==> src/core/eight_bit_waveform_timer_params.svh <==
`ifndef EIGHT_BIT_WAVEFORM_TIMER_PARAMS_SVH
`define EIGHT_BIT_WAVEFORM_TIMER_PARAMS_SVH

// ==========================================================
// Widths
`define WT_ADDR_W 8
`define WT_COUNT_W 8
`define WT_PRESCALE_W 10

// ==========================================================
// Register byte offsets
`define WT_OFS_CONTROL 8'h00
`define WT_OFS_COUNTER 8'h04
`define WT_OFS_COMPARE 8'h08
`define WT_OFS_FLAGS 8'h0c

// ==========================================================
// Control register fields and reset values
`define WT_BIT_FORCE 7
`define WT_BIT_WAVE_HI 6
`define WT_BIT_COM_HI 5
`define WT_BIT_COM_LO 4
`define WT_BIT_WAVE_LO 3
`define WT_BIT_CS_HI 2
`define WT_CONTROL_RESET 7'h00
`define WT_COUNTER_RESET 8'h00
`define WT_COMPARE_RESET 8'h00

// ==========================================================
// Flag register fields
`define WT_BIT_MATCH_FLAG 1
`define WT_BIT_OVF_FLAG 0

// ==========================================================
// Clock select codes
`define WT_CS_DIV1 3'h1
`define WT_CS_DIV8 3'h2
`define WT_CS_DIV64 3'h3
`define WT_CS_DIV256 3'h4
`define WT_CS_DIV1024 3'h5

// ==========================================================
// Output action codes and count limits
`define WT_COM_OFF 2'h0
`define WT_COM_TOGGLE 2'h1
`define WT_COM_CLEAR 2'h2
`define WT_COM_SET 2'h3
`define WT_BOTTOM 8'h00
`define WT_BOTTOM_PLUS1 8'h01
`define WT_MAX_LESS1 8'hfe
`define WT_MAX 8'hff

`endif

==> src/core/waveform_timer_pkg.sv <==
package waveform_timer_pkg;

  typedef enum logic [1:0] {
    MODE_NORMAL = 2'h0,
    MODE_PHASE = 2'h1,
    MODE_MATCH_CLEAR = 2'h2,
    MODE_FAST = 2'h3
  } waveMode_t;

  typedef enum logic [1:0] {
    DIR_UP = 2'b01,
    DIR_DOWN = 2'b10
  } countDir_t;

endpackage : waveform_timer_pkg

==> src/core/tick_prescaler.sv <==
`timescale 1ns/100ps
`include "eight_bit_waveform_timer_params.svh"

module tick_prescaler
#(
  parameter int DIV_W = `WT_PRESCALE_W
)
(
  input wire logic sys_clk,
  input wire logic rst,
  input wire logic [2:0] clockSelect,
  output logic tick
);

  logic [DIV_W-1:0] divCount;
  logic due;

  if (DIV_W < 10)
  begin : g_bad_width
    $error("tick_prescaler needs DIV_W of at least 10");
  end

  // ==========================================================
  // Free-running divider, never reset by select changes
  always_ff @(posedge sys_clk or posedge rst)
  begin
    if (rst)
      divCount <= '0;
    else
      divCount <= divCount + 1'b1;
  end

  always_comb
  begin
    case (clockSelect)
      `WT_CS_DIV1: due = 1'b1;
      `WT_CS_DIV8: due = &divCount[2:0];
      `WT_CS_DIV64: due = &divCount[5:0];
      `WT_CS_DIV256: due = &divCount[7:0];
      `WT_CS_DIV1024: due = &divCount[9:0];
      // Stopped; external pin sources are not wired to this block
      default: due = 1'b0;
    endcase
  end

  // Single-cycle enable, never a derived clock
  always_ff @(posedge sys_clk or posedge rst)
  begin
    if (rst)
      tick <= 1'b0;
    else
      tick <= due;
  end
endmodule : tick_prescaler

==> src/core/compare_output_unit.sv <==
`timescale 1ns/100ps
`include "eight_bit_waveform_timer_params.svh"

module compare_output_unit
  import waveform_timer_pkg::*;
(
  input wire logic sys_clk,
  input wire logic rst,
  input waveMode_t mode,
  input wire logic [1:0] actionSelect,
  input wire logic match,
  input wire logic countUp,
  input wire logic atTop,
  input wire logic atBottom,
  input wire logic nextIsMax,
  input wire logic nextIsZero,
  input wire logic forceStrobe,
  output logic level,
  output logic enable
);

  logic upResult;
  logic downResult;

  function automatic logic applyAction(input logic cur,
                                       input logic [1:0] com);
    case (com)
      `WT_COM_TOGGLE: applyAction = ~cur;
      `WT_COM_CLEAR: applyAction = 1'b0;
      `WT_COM_SET: applyAction = 1'b1;
      default: applyAction = cur;
    endcase
  endfunction : applyAction

  assign upResult = actionSelect[0];
  assign downResult = ~actionSelect[0];

  // ==========================================================
  // Output level
  always_ff @(posedge sys_clk or posedge rst)
  begin
    if (rst)
      level <= 1'b0;
    else if (forceStrobe && !mode[0])
      level <= applyAction(level, actionSelect);
    else if (actionSelect != `WT_COM_OFF)
    begin
      case (mode)
        MODE_FAST:
        begin
          // Bottom wins for clear and set, so a match at MAX shows only in toggle
          if (actionSelect[1] && atBottom)
            level <= ~actionSelect[0];
          else if (match)
            level <= actionSelect[1] ? actionSelect[0] : ~level;
        end
        MODE_PHASE:
        begin
          if (!actionSelect[1])
            level <= level;
          else if (atTop)
            level <= nextIsMax ? downResult : upResult;
          else if (atBottom)
            level <= nextIsZero ? upResult : downResult;
          else if (match)
            level <= countUp ? upResult : downResult;
        end
        default:
        begin
          if (match)
            level <= applyAction(level, actionSelect);
        end
      endcase
    end
  end

  always_ff @(posedge sys_clk or posedge rst)
  begin
    if (rst)
      enable <= 1'b0;
    else
      enable <= actionSelect != `WT_COM_OFF;
  end
endmodule : compare_output_unit

==> src/core/eight_bit_waveform_timer.sv <==
// Chosen here: the address map and the APB register port.
`timescale 1ns/100ps
`include "eight_bit_waveform_timer_params.svh"

// What this block does
// - Tick is clock divided by 1/8/64/256/1024
// - Fast PWM period is 256 ticks
// - Fast PWM, compare at bottom: one-tick spike
// - Fast PWM, compare at max: constant level
// - Fast PWM toggle action gives half duty
// - Phase mode counts up then down repeatedly
// - Phase mode: up match and down match opposite
// - Phase mode holds max one tick, reverses
// - Phase mode sets overflow flag at bottom
// - Phase mode period is 510 ticks
// - Phase mode extremes give constant levels
// - Leaving max: top level equals up-match result unless next compare is max
// - Missed up match still applied at top
// - Counter synchronous; tick only enables updates
// - Force strobe applies match in non-PWM modes
// - Force sets no flag, clears no counter
// - Force bit always reads zero
// - Mode bits sit at control bits 6 and 3
// - Top and overflow point follow the mode
// - Compare update point follows the mode
// - Action zero disconnects pin, no action
module eight_bit_waveform_timer
  import waveform_timer_pkg::*;
#(
  parameter int COUNT_W = `WT_COUNT_W,
  parameter int ADDR_W = `WT_ADDR_W
)
(
  input wire logic sys_clk,
  input wire logic rst,
  input wire logic psel,
  input wire logic penable,
  input wire logic pwrite,
  input wire logic [ADDR_W-1:0] paddr,
  input wire logic [31:0] pwdata,
  output logic [31:0] prdata,
  output logic pready,
  output logic pslverr,
  output logic compareOutputPin,
  output logic compareOutputEnable
);

  // ==========================================================
  // Elaboration checks
  if (COUNT_W != 8)
  begin : g_bad_count
    $error("counter is fixed at eight bits");
  end
  if (ADDR_W < 4)
  begin : g_bad_addr
    $error("address too narrow for the register map");
  end

  // ==========================================================
  // Declarations
  logic [6:0] control;
  logic [7:0] counterValue;
  logic [7:0] compareActive;
  logic [7:0] compareBuffer;
  logic [7:0] nextCompare;
  logic overflowFlag;
  logic compareMatchFlag;
  logic matchBlocked;
  logic forcePulse;
  logic tick;
  countDir_t countDir;
  waveMode_t mode;
  logic [1:0] actionSelect;
  logic pwmMode;
  logic accessPhase;
  logic writeDone;
  logic wrControl;
  logic wrCounter;
  logic wrCompare;
  logic wrFlags;
  logic mapped;
  logic isTop;
  logic isBottom;
  logic match;
  logic pcTurnTop;
  logic pcTurnBottom;
  logic wrapMax;
  logic bottomEvent;
  logic compareLoad;
  logic [7:0] readValue;

  function automatic logic addrHit(input logic [ADDR_W-1:0] addr,
                                   input logic [7:0] offset);
    addrHit = addr == ADDR_W'(offset);
  endfunction : addrHit

  // ==========================================================
  // Field decode
  assign mode = waveMode_t'({control[`WT_BIT_WAVE_HI],
                             control[`WT_BIT_WAVE_LO]});
  assign actionSelect = control[`WT_BIT_COM_HI:`WT_BIT_COM_LO];
  assign pwmMode = control[`WT_BIT_WAVE_LO];

  // ==========================================================
  // APB slave: one wait state, then pready for one cycle
  assign accessPhase = psel && penable;
  assign writeDone = accessPhase && pready && pwrite;
  assign wrControl = writeDone && addrHit(paddr, `WT_OFS_CONTROL);
  assign wrCounter = writeDone && addrHit(paddr, `WT_OFS_COUNTER);
  assign wrCompare = writeDone && addrHit(paddr, `WT_OFS_COMPARE);
  assign wrFlags = writeDone && addrHit(paddr, `WT_OFS_FLAGS);
  assign mapped = addrHit(paddr, `WT_OFS_CONTROL) ||
                  addrHit(paddr, `WT_OFS_COUNTER) ||
                  addrHit(paddr, `WT_OFS_COMPARE) ||
                  addrHit(paddr, `WT_OFS_FLAGS);

  always_comb
  begin
    readValue = 8'h00;
    if (addrHit(paddr, `WT_OFS_CONTROL))
      readValue = {1'b0, control};
    else if (addrHit(paddr, `WT_OFS_COUNTER))
      readValue = counterValue;
    else if (addrHit(paddr, `WT_OFS_COMPARE))
      readValue = compareBuffer;
    else if (addrHit(paddr, `WT_OFS_FLAGS))
      readValue = {6'h00, compareMatchFlag, overflowFlag};
  end

  always_ff @(posedge sys_clk or posedge rst)
  begin
    if (rst)
    begin
      pready <= 1'b0;
      pslverr <= 1'b0;
      prdata <= 32'h0000_0000;
    end
    else
    begin
      pready <= accessPhase && !pready;
      pslverr <= accessPhase && !pready && !mapped;
      if (accessPhase && !pready && !pwrite)
        prdata <= {24'h00_0000, readValue};
    end
  end

  // ==========================================================
  // Control register; force bit is a strobe and is not stored
  always_ff @(posedge sys_clk or posedge rst)
  begin
    if (rst)
      control <= `WT_CONTROL_RESET;
    else if (wrControl)
      control <= pwdata[6:0];
  end

  // Ignored in PWM; software keeps it zero there anyway
  always_ff @(posedge sys_clk or posedge rst)
  begin
    if (rst)
      forcePulse <= 1'b0;
    else
      forcePulse <= wrControl && pwdata[`WT_BIT_FORCE] &&
                    !pwdata[`WT_BIT_WAVE_LO];
  end

  // ==========================================================
  // Prescaler
  tick_prescaler #(
    .DIV_W(`WT_PRESCALE_W)
  ) u_prescaler (
    .sys_clk(sys_clk),
    .rst(rst),
    .clockSelect(control[`WT_BIT_CS_HI:0]),
    .tick(tick)
  );

  // ==========================================================
  // Count events; all but isTop and isBottom qualified by the tick enable
  assign isTop = counterValue == `WT_MAX;
  assign isBottom = counterValue == `WT_BOTTOM;
  // A bus write to the counter hides the next match
  assign match = tick && counterValue == compareActive &&
                 !matchBlocked;
  assign pcTurnTop = tick && mode == MODE_PHASE &&
                     countDir == DIR_UP && isTop;
  assign pcTurnBottom = tick && mode == MODE_PHASE &&
                        countDir == DIR_DOWN && isBottom;
  assign wrapMax = tick && mode != MODE_PHASE && isTop;
  assign bottomEvent = mode == MODE_PHASE ? pcTurnBottom :
                       wrapMax && mode == MODE_FAST;
  assign compareLoad = (mode == MODE_PHASE && pcTurnTop) ||
                       (mode == MODE_FAST && wrapMax);
  assign nextCompare = compareLoad ? compareBuffer : compareActive;

  // ==========================================================
  // Counter
  always_ff @(posedge sys_clk or posedge rst)
  begin
    if (rst)
      counterValue <= `WT_COUNTER_RESET;
    else if (wrCounter)
      counterValue <= pwdata[7:0];
    else if (tick)
    begin
      case (mode)
        MODE_PHASE:
        begin
          if (countDir == DIR_UP)
            counterValue <= isTop ? `WT_MAX_LESS1 :
                            counterValue + 8'h01;
          else
            counterValue <= isBottom ? `WT_BOTTOM_PLUS1 :
                            counterValue - 8'h01;
        end
        MODE_MATCH_CLEAR:
          counterValue <= match ? `WT_BOTTOM :
                          counterValue + 8'h01;
        default:
          counterValue <= counterValue + 8'h01;
      endcase
    end
  end

  always_ff @(posedge sys_clk or posedge rst)
  begin
    if (rst)
      countDir <= DIR_UP;
    else if (mode != MODE_PHASE)
      countDir <= DIR_UP;
    else if (pcTurnTop)
      countDir <= DIR_DOWN;
    else if (pcTurnBottom)
      countDir <= DIR_UP;
  end

  always_ff @(posedge sys_clk or posedge rst)
  begin
    if (rst)
      matchBlocked <= 1'b0;
    else if (wrCounter)
      matchBlocked <= 1'b1;
    else if (tick)
      matchBlocked <= 1'b0;
  end

  // ==========================================================
  // Compare value: immediate or double buffered
  always_ff @(posedge sys_clk or posedge rst)
  begin
    if (rst)
      compareBuffer <= `WT_COMPARE_RESET;
    else if (wrCompare)
      compareBuffer <= pwdata[7:0];
  end

  always_ff @(posedge sys_clk or posedge rst)
  begin
    if (rst)
      compareActive <= `WT_COMPARE_RESET;
    else if (!pwmMode && wrCompare)
      compareActive <= pwdata[7:0];
    else if (!pwmMode)
      compareActive <= compareBuffer;
    else if (compareLoad)
      compareActive <= compareBuffer;
  end

  // ==========================================================
  // Flags: write one clears, a same-cycle set wins
  always_ff @(posedge sys_clk or posedge rst)
  begin
    if (rst)
      overflowFlag <= 1'b0;
    else if (wrapMax || pcTurnBottom)
      overflowFlag <= 1'b1;
    else if (wrFlags && pwdata[`WT_BIT_OVF_FLAG])
      overflowFlag <= 1'b0;
  end

  // Forced compares never reach this flag
  always_ff @(posedge sys_clk or posedge rst)
  begin
    if (rst)
      compareMatchFlag <= 1'b0;
    else if (match)
      compareMatchFlag <= 1'b1;
    else if (wrFlags && pwdata[`WT_BIT_MATCH_FLAG])
      compareMatchFlag <= 1'b0;
  end

  // ==========================================================
  // Output unit
  compare_output_unit u_output (
    .sys_clk(sys_clk),
    .rst(rst),
    .mode(mode),
    .actionSelect(actionSelect),
    .match(match),
    .countUp(countDir == DIR_UP),
    .atTop(pcTurnTop),
    .atBottom(bottomEvent),
    .nextIsMax(nextCompare == `WT_MAX),
    .nextIsZero(nextCompare == `WT_BOTTOM),
    .forceStrobe(forcePulse),
    .level(compareOutputPin),
    .enable(compareOutputEnable)
  );
endmodule : eight_bit_waveform_timer

==> config.mk <==
export PLATFORM = sky130hd
export DESIGN_NAME = eight_bit_waveform_timer
export DESIGN_NICKNAME = d
export VERILOG_FILES = /design/src/core/waveform_timer_pkg.sv /design/src/core/tick_prescaler.sv /design/src/core/compare_output_unit.sv /design/src/core/eight_bit_waveform_timer.sv
export VERILOG_INCLUDE_DIRS = /design/src /design/src/core
export SDC_FILE = /design/constraint.sdc
export NUM_CORES = 1
export LEC_CHECK = 0
export BUFFER_PORTS_ARGS = -buffer_cell sky130_fd_sc_hd__clkbuf_2
export CELL_PAD_IN_SITES_DETAIL_PLACEMENT = 1
export CELL_PAD_IN_SITES_GLOBAL_PLACEMENT = 2
export CORE_MARGIN = 1.5
export CORE_UTILIZATION = 30
export CTS_BUF_LIST = sky130_fd_sc_hd__clkbuf_8
export CTS_CLUSTER_SIZE = 8
export DETAILED_ROUTE_END_ITERATION = 6
export PLACE_DENSITY_LB_ADDON = 0.1
export SETUP_SLACK_MARGIN = 0.05
export SYNTH_ARGS = -nofsm -noshare
export SYNTH_HDL_FRONTEND = slang
export SYNTH_SLANG_ARGS = --single-unit
export TNS_END_PERCENT = 1
==> constraint.sdc <==
create_clock -name sys_clk -period 6.2 [get_ports sys_clk]
set_clock_uncertainty 0.05 [all_clocks]
set_input_delay 0.62 -clock sys_clk [delete_from_list [all_inputs] [get_ports sys_clk]]
set_output_delay 0.62 -clock sys_clk [all_outputs]
set_load 0.1 [all_outputs]
==> metrics.yaml <==
synthesis:
  ys_async_sr_fraction_pct: 100.0
  synth.avg_cell_area_um2: 9.051
  netlist_area_um2: 3910
  synth_cell_types: 63
  synth_edf_count: 0
  syn_inst: 432
  synth_seq_cells: 60
  seq_area_frac_synth_pct: 38.43
  yosysWarnings: 0
  synth_ff_type: "dfrtp_1"
routing:
  drtIter0Drc: 148
  via_count: 3213
  wl_mm: 11.57
  final_antenna_net_count: 0
  dr.pass1.iters: 4
  drc: 0
  vias_per_cell: 5.133
  wl_per_cell_um: 18.48
critical_path:
  required_ps: 6440
  worstSetupEndpoint: "u_output.level"
  cp_max_fo: 22
  rr_endpoint: "u_output.level"
  rrSetupSlack_ps: 2440
  end_kind: "register"
  worstSetupStartpointType: "register"
  path_class: "register to register"
  cp-startpoint: "control[3]"
  reg2reg_depth: 7
  rr_startpoint: "control[3]"
  arrival_ps: 4010
timing:
  rsz0062_at_grt: "false"
  layout_min_cycle_time_ps: 3763
  setup_tns_ps: 0
  tightest_slew_ps: 1142
  finalHoldViolations: 0
  relSlewSlack_pct: 23.73
  slew_viol_final: 0
  whs_ps: 399.0
  fmax_mhz: 265.8
  setup_viol: 0
  finalCritPeriodShare_pct: 60.69
clock_tree:
  insertion_delay_ps: 360
  clk_pin_slew_ps: 70
  cts_buffer_depth: 2
  cts_root_buf: "clkbuf_8"
  cts_buffers: 9
  postCtsHoldBufs: 0
  tritoncts: "done"
  htreeDepth: 3
  cts_resized: 0
  cts_sinks: 60
  post-cts-setup-buffer-count: 0
place:
  port_buffers: 32
  dp_hpwl_mm: 8.359
  place_inst: 610
  gp_congestion: 0.7730
global_route:
  groute.usage.overall_pct: 18.12
  antenna_found_initial: 0
  grt_max_degree: 61
  grt_pass1_wl_mm: 18.20
  grt_pass1_vias: 3270
  overflow: 0
power:
  p_leak_nw: 1.810
  p_per_area_nw_per_um2: 212.5
  swShare_pct: 32.45
  pwr-share-comb_pct: 15.0
  worst_ir_drop_vdd_mv: 0.08002
  intPower_w: 0.0006158
  seqPwrFrac_pct: 45.1
  clockPowerShare_pct: 39.9
  p_sw_w: 0.0002959
flow_run:
  drv_cap: 0
floorplan:
  start_util_pct: 30.86
  dieHeight_um: 117.2
  dieArea_um2: 13730
  core_area_um2: 12670
  io_pins: 81
  num_rows: 41
  die_w_um: 117.2
cells_and_area:
  areaGrowthSynthToFinish_pct: 9.728
  n_antenna_cell: 0
  drive_gt1_share_pct: 16.96
  final_cells: 626
  fin_nets: 503
min_path:
  hold_path_class: "register to register"
outcome:
  status: "completed"
## critical path, cell delays in order, from the launching register on
cell,delay (ps)
dfrtp_1,800
ha_1,520
nand4b_1,170
a211oi_2,970
mux2i_1,320
o221a_1,300
a2111o_1,390
a21oi_1,150
## routing by layer
| layer | vias to the layer above | wire [µm] | GRT usage (%) | share of wire [%] |
|---|---|---|---|---|
| li1 | 1546 | - | - | - |
| met1 | 1608 | 5432 | 23.46 | 47 |
| met2 | 47 | 5599 | 30.35 | 48 |
| met3 | 12 | 348 | 3.862 | 3.0 |
| met4 | 0 | 186 | 5.622 | 1.6 |
| met5 | - | 0 | 0 | 0 |
## cell usage in the layout, fill, tap and decap left out, types with 5 or more instances in the layout
cell type,instances
dfrtp_1,59
nand2_1,41
clkbuf_2,32
nor2_1,25
o21ai_0,24
conb_1,24
a21oi_1,22
nand3_1,19
xnor2_1,18
mux2_2,16
mux2i_1,15
inv_1,14
nand4_1,12
clkbuf_8,10
ha_1,9
o31ai_1,8
nor3_1,8
a31oi_1,8
o21a_1,8
nor4_1,7
or4_1,5
nor2b_1,5
## cell type report
| type | instances | area, µm² |
|---|---|---|
| Clock buffer | 10 | 137.6 |
| Sequential cell | 60 | 1503 |
| Fill cell | 1522 | 8381 |
| Timing Repair Buffer | 34 | 175.2 |
| Inverter | 15 | 56.30 |
| Multi-Input combinational cell | 329 | 2147 |
| Clock inverter | 6 | 56.30 |
| Tap cell | 172 | 215.2 |
## synth_stat cells (all sizes together), types with 3 or more instances
cell type / n / share of area, %
dfrtp: 59 / 38
nand2: 41 / 3.9
buf: 30 / 5.5
nor2: 26 / 2.6
o21ai: 25 / 3.3
a21oi: 22 / 2.8
clkbuf: 21 / 2.0
nand3: 19 / 2.4
xnor2: 18 / 4.0
mux2: 16 / 4.6
mux2i: 15 / 3.8
inv: 13 / 1.2
nand4: 12 / 1.9
ha: 9 / 2.9
nor3: 9 / 1.4
a31oi: 8 / 1.3
nor4: 8 / 1.7
o21a: 8 / 1.5
o31ai: 8 / 1.5
a211oi: 5 / 0.96
nor2b: 5 / 0.80
or4: 5 / 0.96
and3: 4 / 0.64
or3: 4 / 0.64
nand2b: 3 / 0.48
## cell families after synthesis
kind of cell | after synthesis | share of synthesized area [%]
AO/OA/AOI/OAI | 96 | 15.84
XOR/XNOR | 20 | 4.480
adder cells (fa/ha/maj) | 9 | 2.880
buffers and inverters | 66 | 8.992
flip-flops | 60 | 38.43
multiplexers | 33 | 9.600
other | 1 | 0.09591
AND/OR/NAND/NOR | 147 | 19.68
## flip-flops by register name, summed over array words and instances, names as in the netlist, 2 cells and up
register,count
countDir,2
counterValue,8
control,7
compareBuffer,8
prdata,8
u_prescaler.divCount,10
compareActive,8
## power by group through the flow
stage | sequential [W] | combinational (W) | clock (W)
final | 0.000411 | 0.000137 | 0.000363
after global routing | 0.000412 | 0.000147 | 0.000390
after CTS | 0.000411 | 0.000138 | 0.000375
after detailed placement | 0.000419 | 0.000138 | 0
after global placement | 0.000418 | 0.000138 | 0
after floorplan | 0.000415 | 0.000127 | 0
## stage by stage
stage / setup slack (ps) / utilization [%] / area, µm² / total power, W
after global placement: 2438 / 32.33 / 4096 / 0.0005561
after CTS: 2365 / 33.86 / 4290 / 0.0009246
after global routing: 2162 / 33.86 / 4290 / 0.0009495
after floorplan: 3567 / - / 3996 / 0.0005424
final: 2437 / 33.86 / 4290 / 0.0009117
after detailed placement: 2405 / 32.33 / 4096 / 0.0005568
## how the worst min path moves through the flow
stage                             from                      end  slack [ps]  cells after the start
5_1_grt        u_prescaler.divCount[9]  u_prescaler.divCount[9]         440                      1
4_1_cts        u_prescaler.divCount[0]  u_prescaler.divCount[0]         400                      1
2_1_floorplan  u_prescaler.divCount[0]  u_prescaler.divCount[0]         370                      1
3_3_place_gp   u_prescaler.divCount[0]  u_prescaler.divCount[0]         390                      1
3_5_place_dp   u_prescaler.divCount[0]  u_prescaler.divCount[0]         390                      1
6_report       u_prescaler.divCount[0]  u_prescaler.divCount[0]         400                      1
No activity file was read; power rests on OpenSTA's default activity.
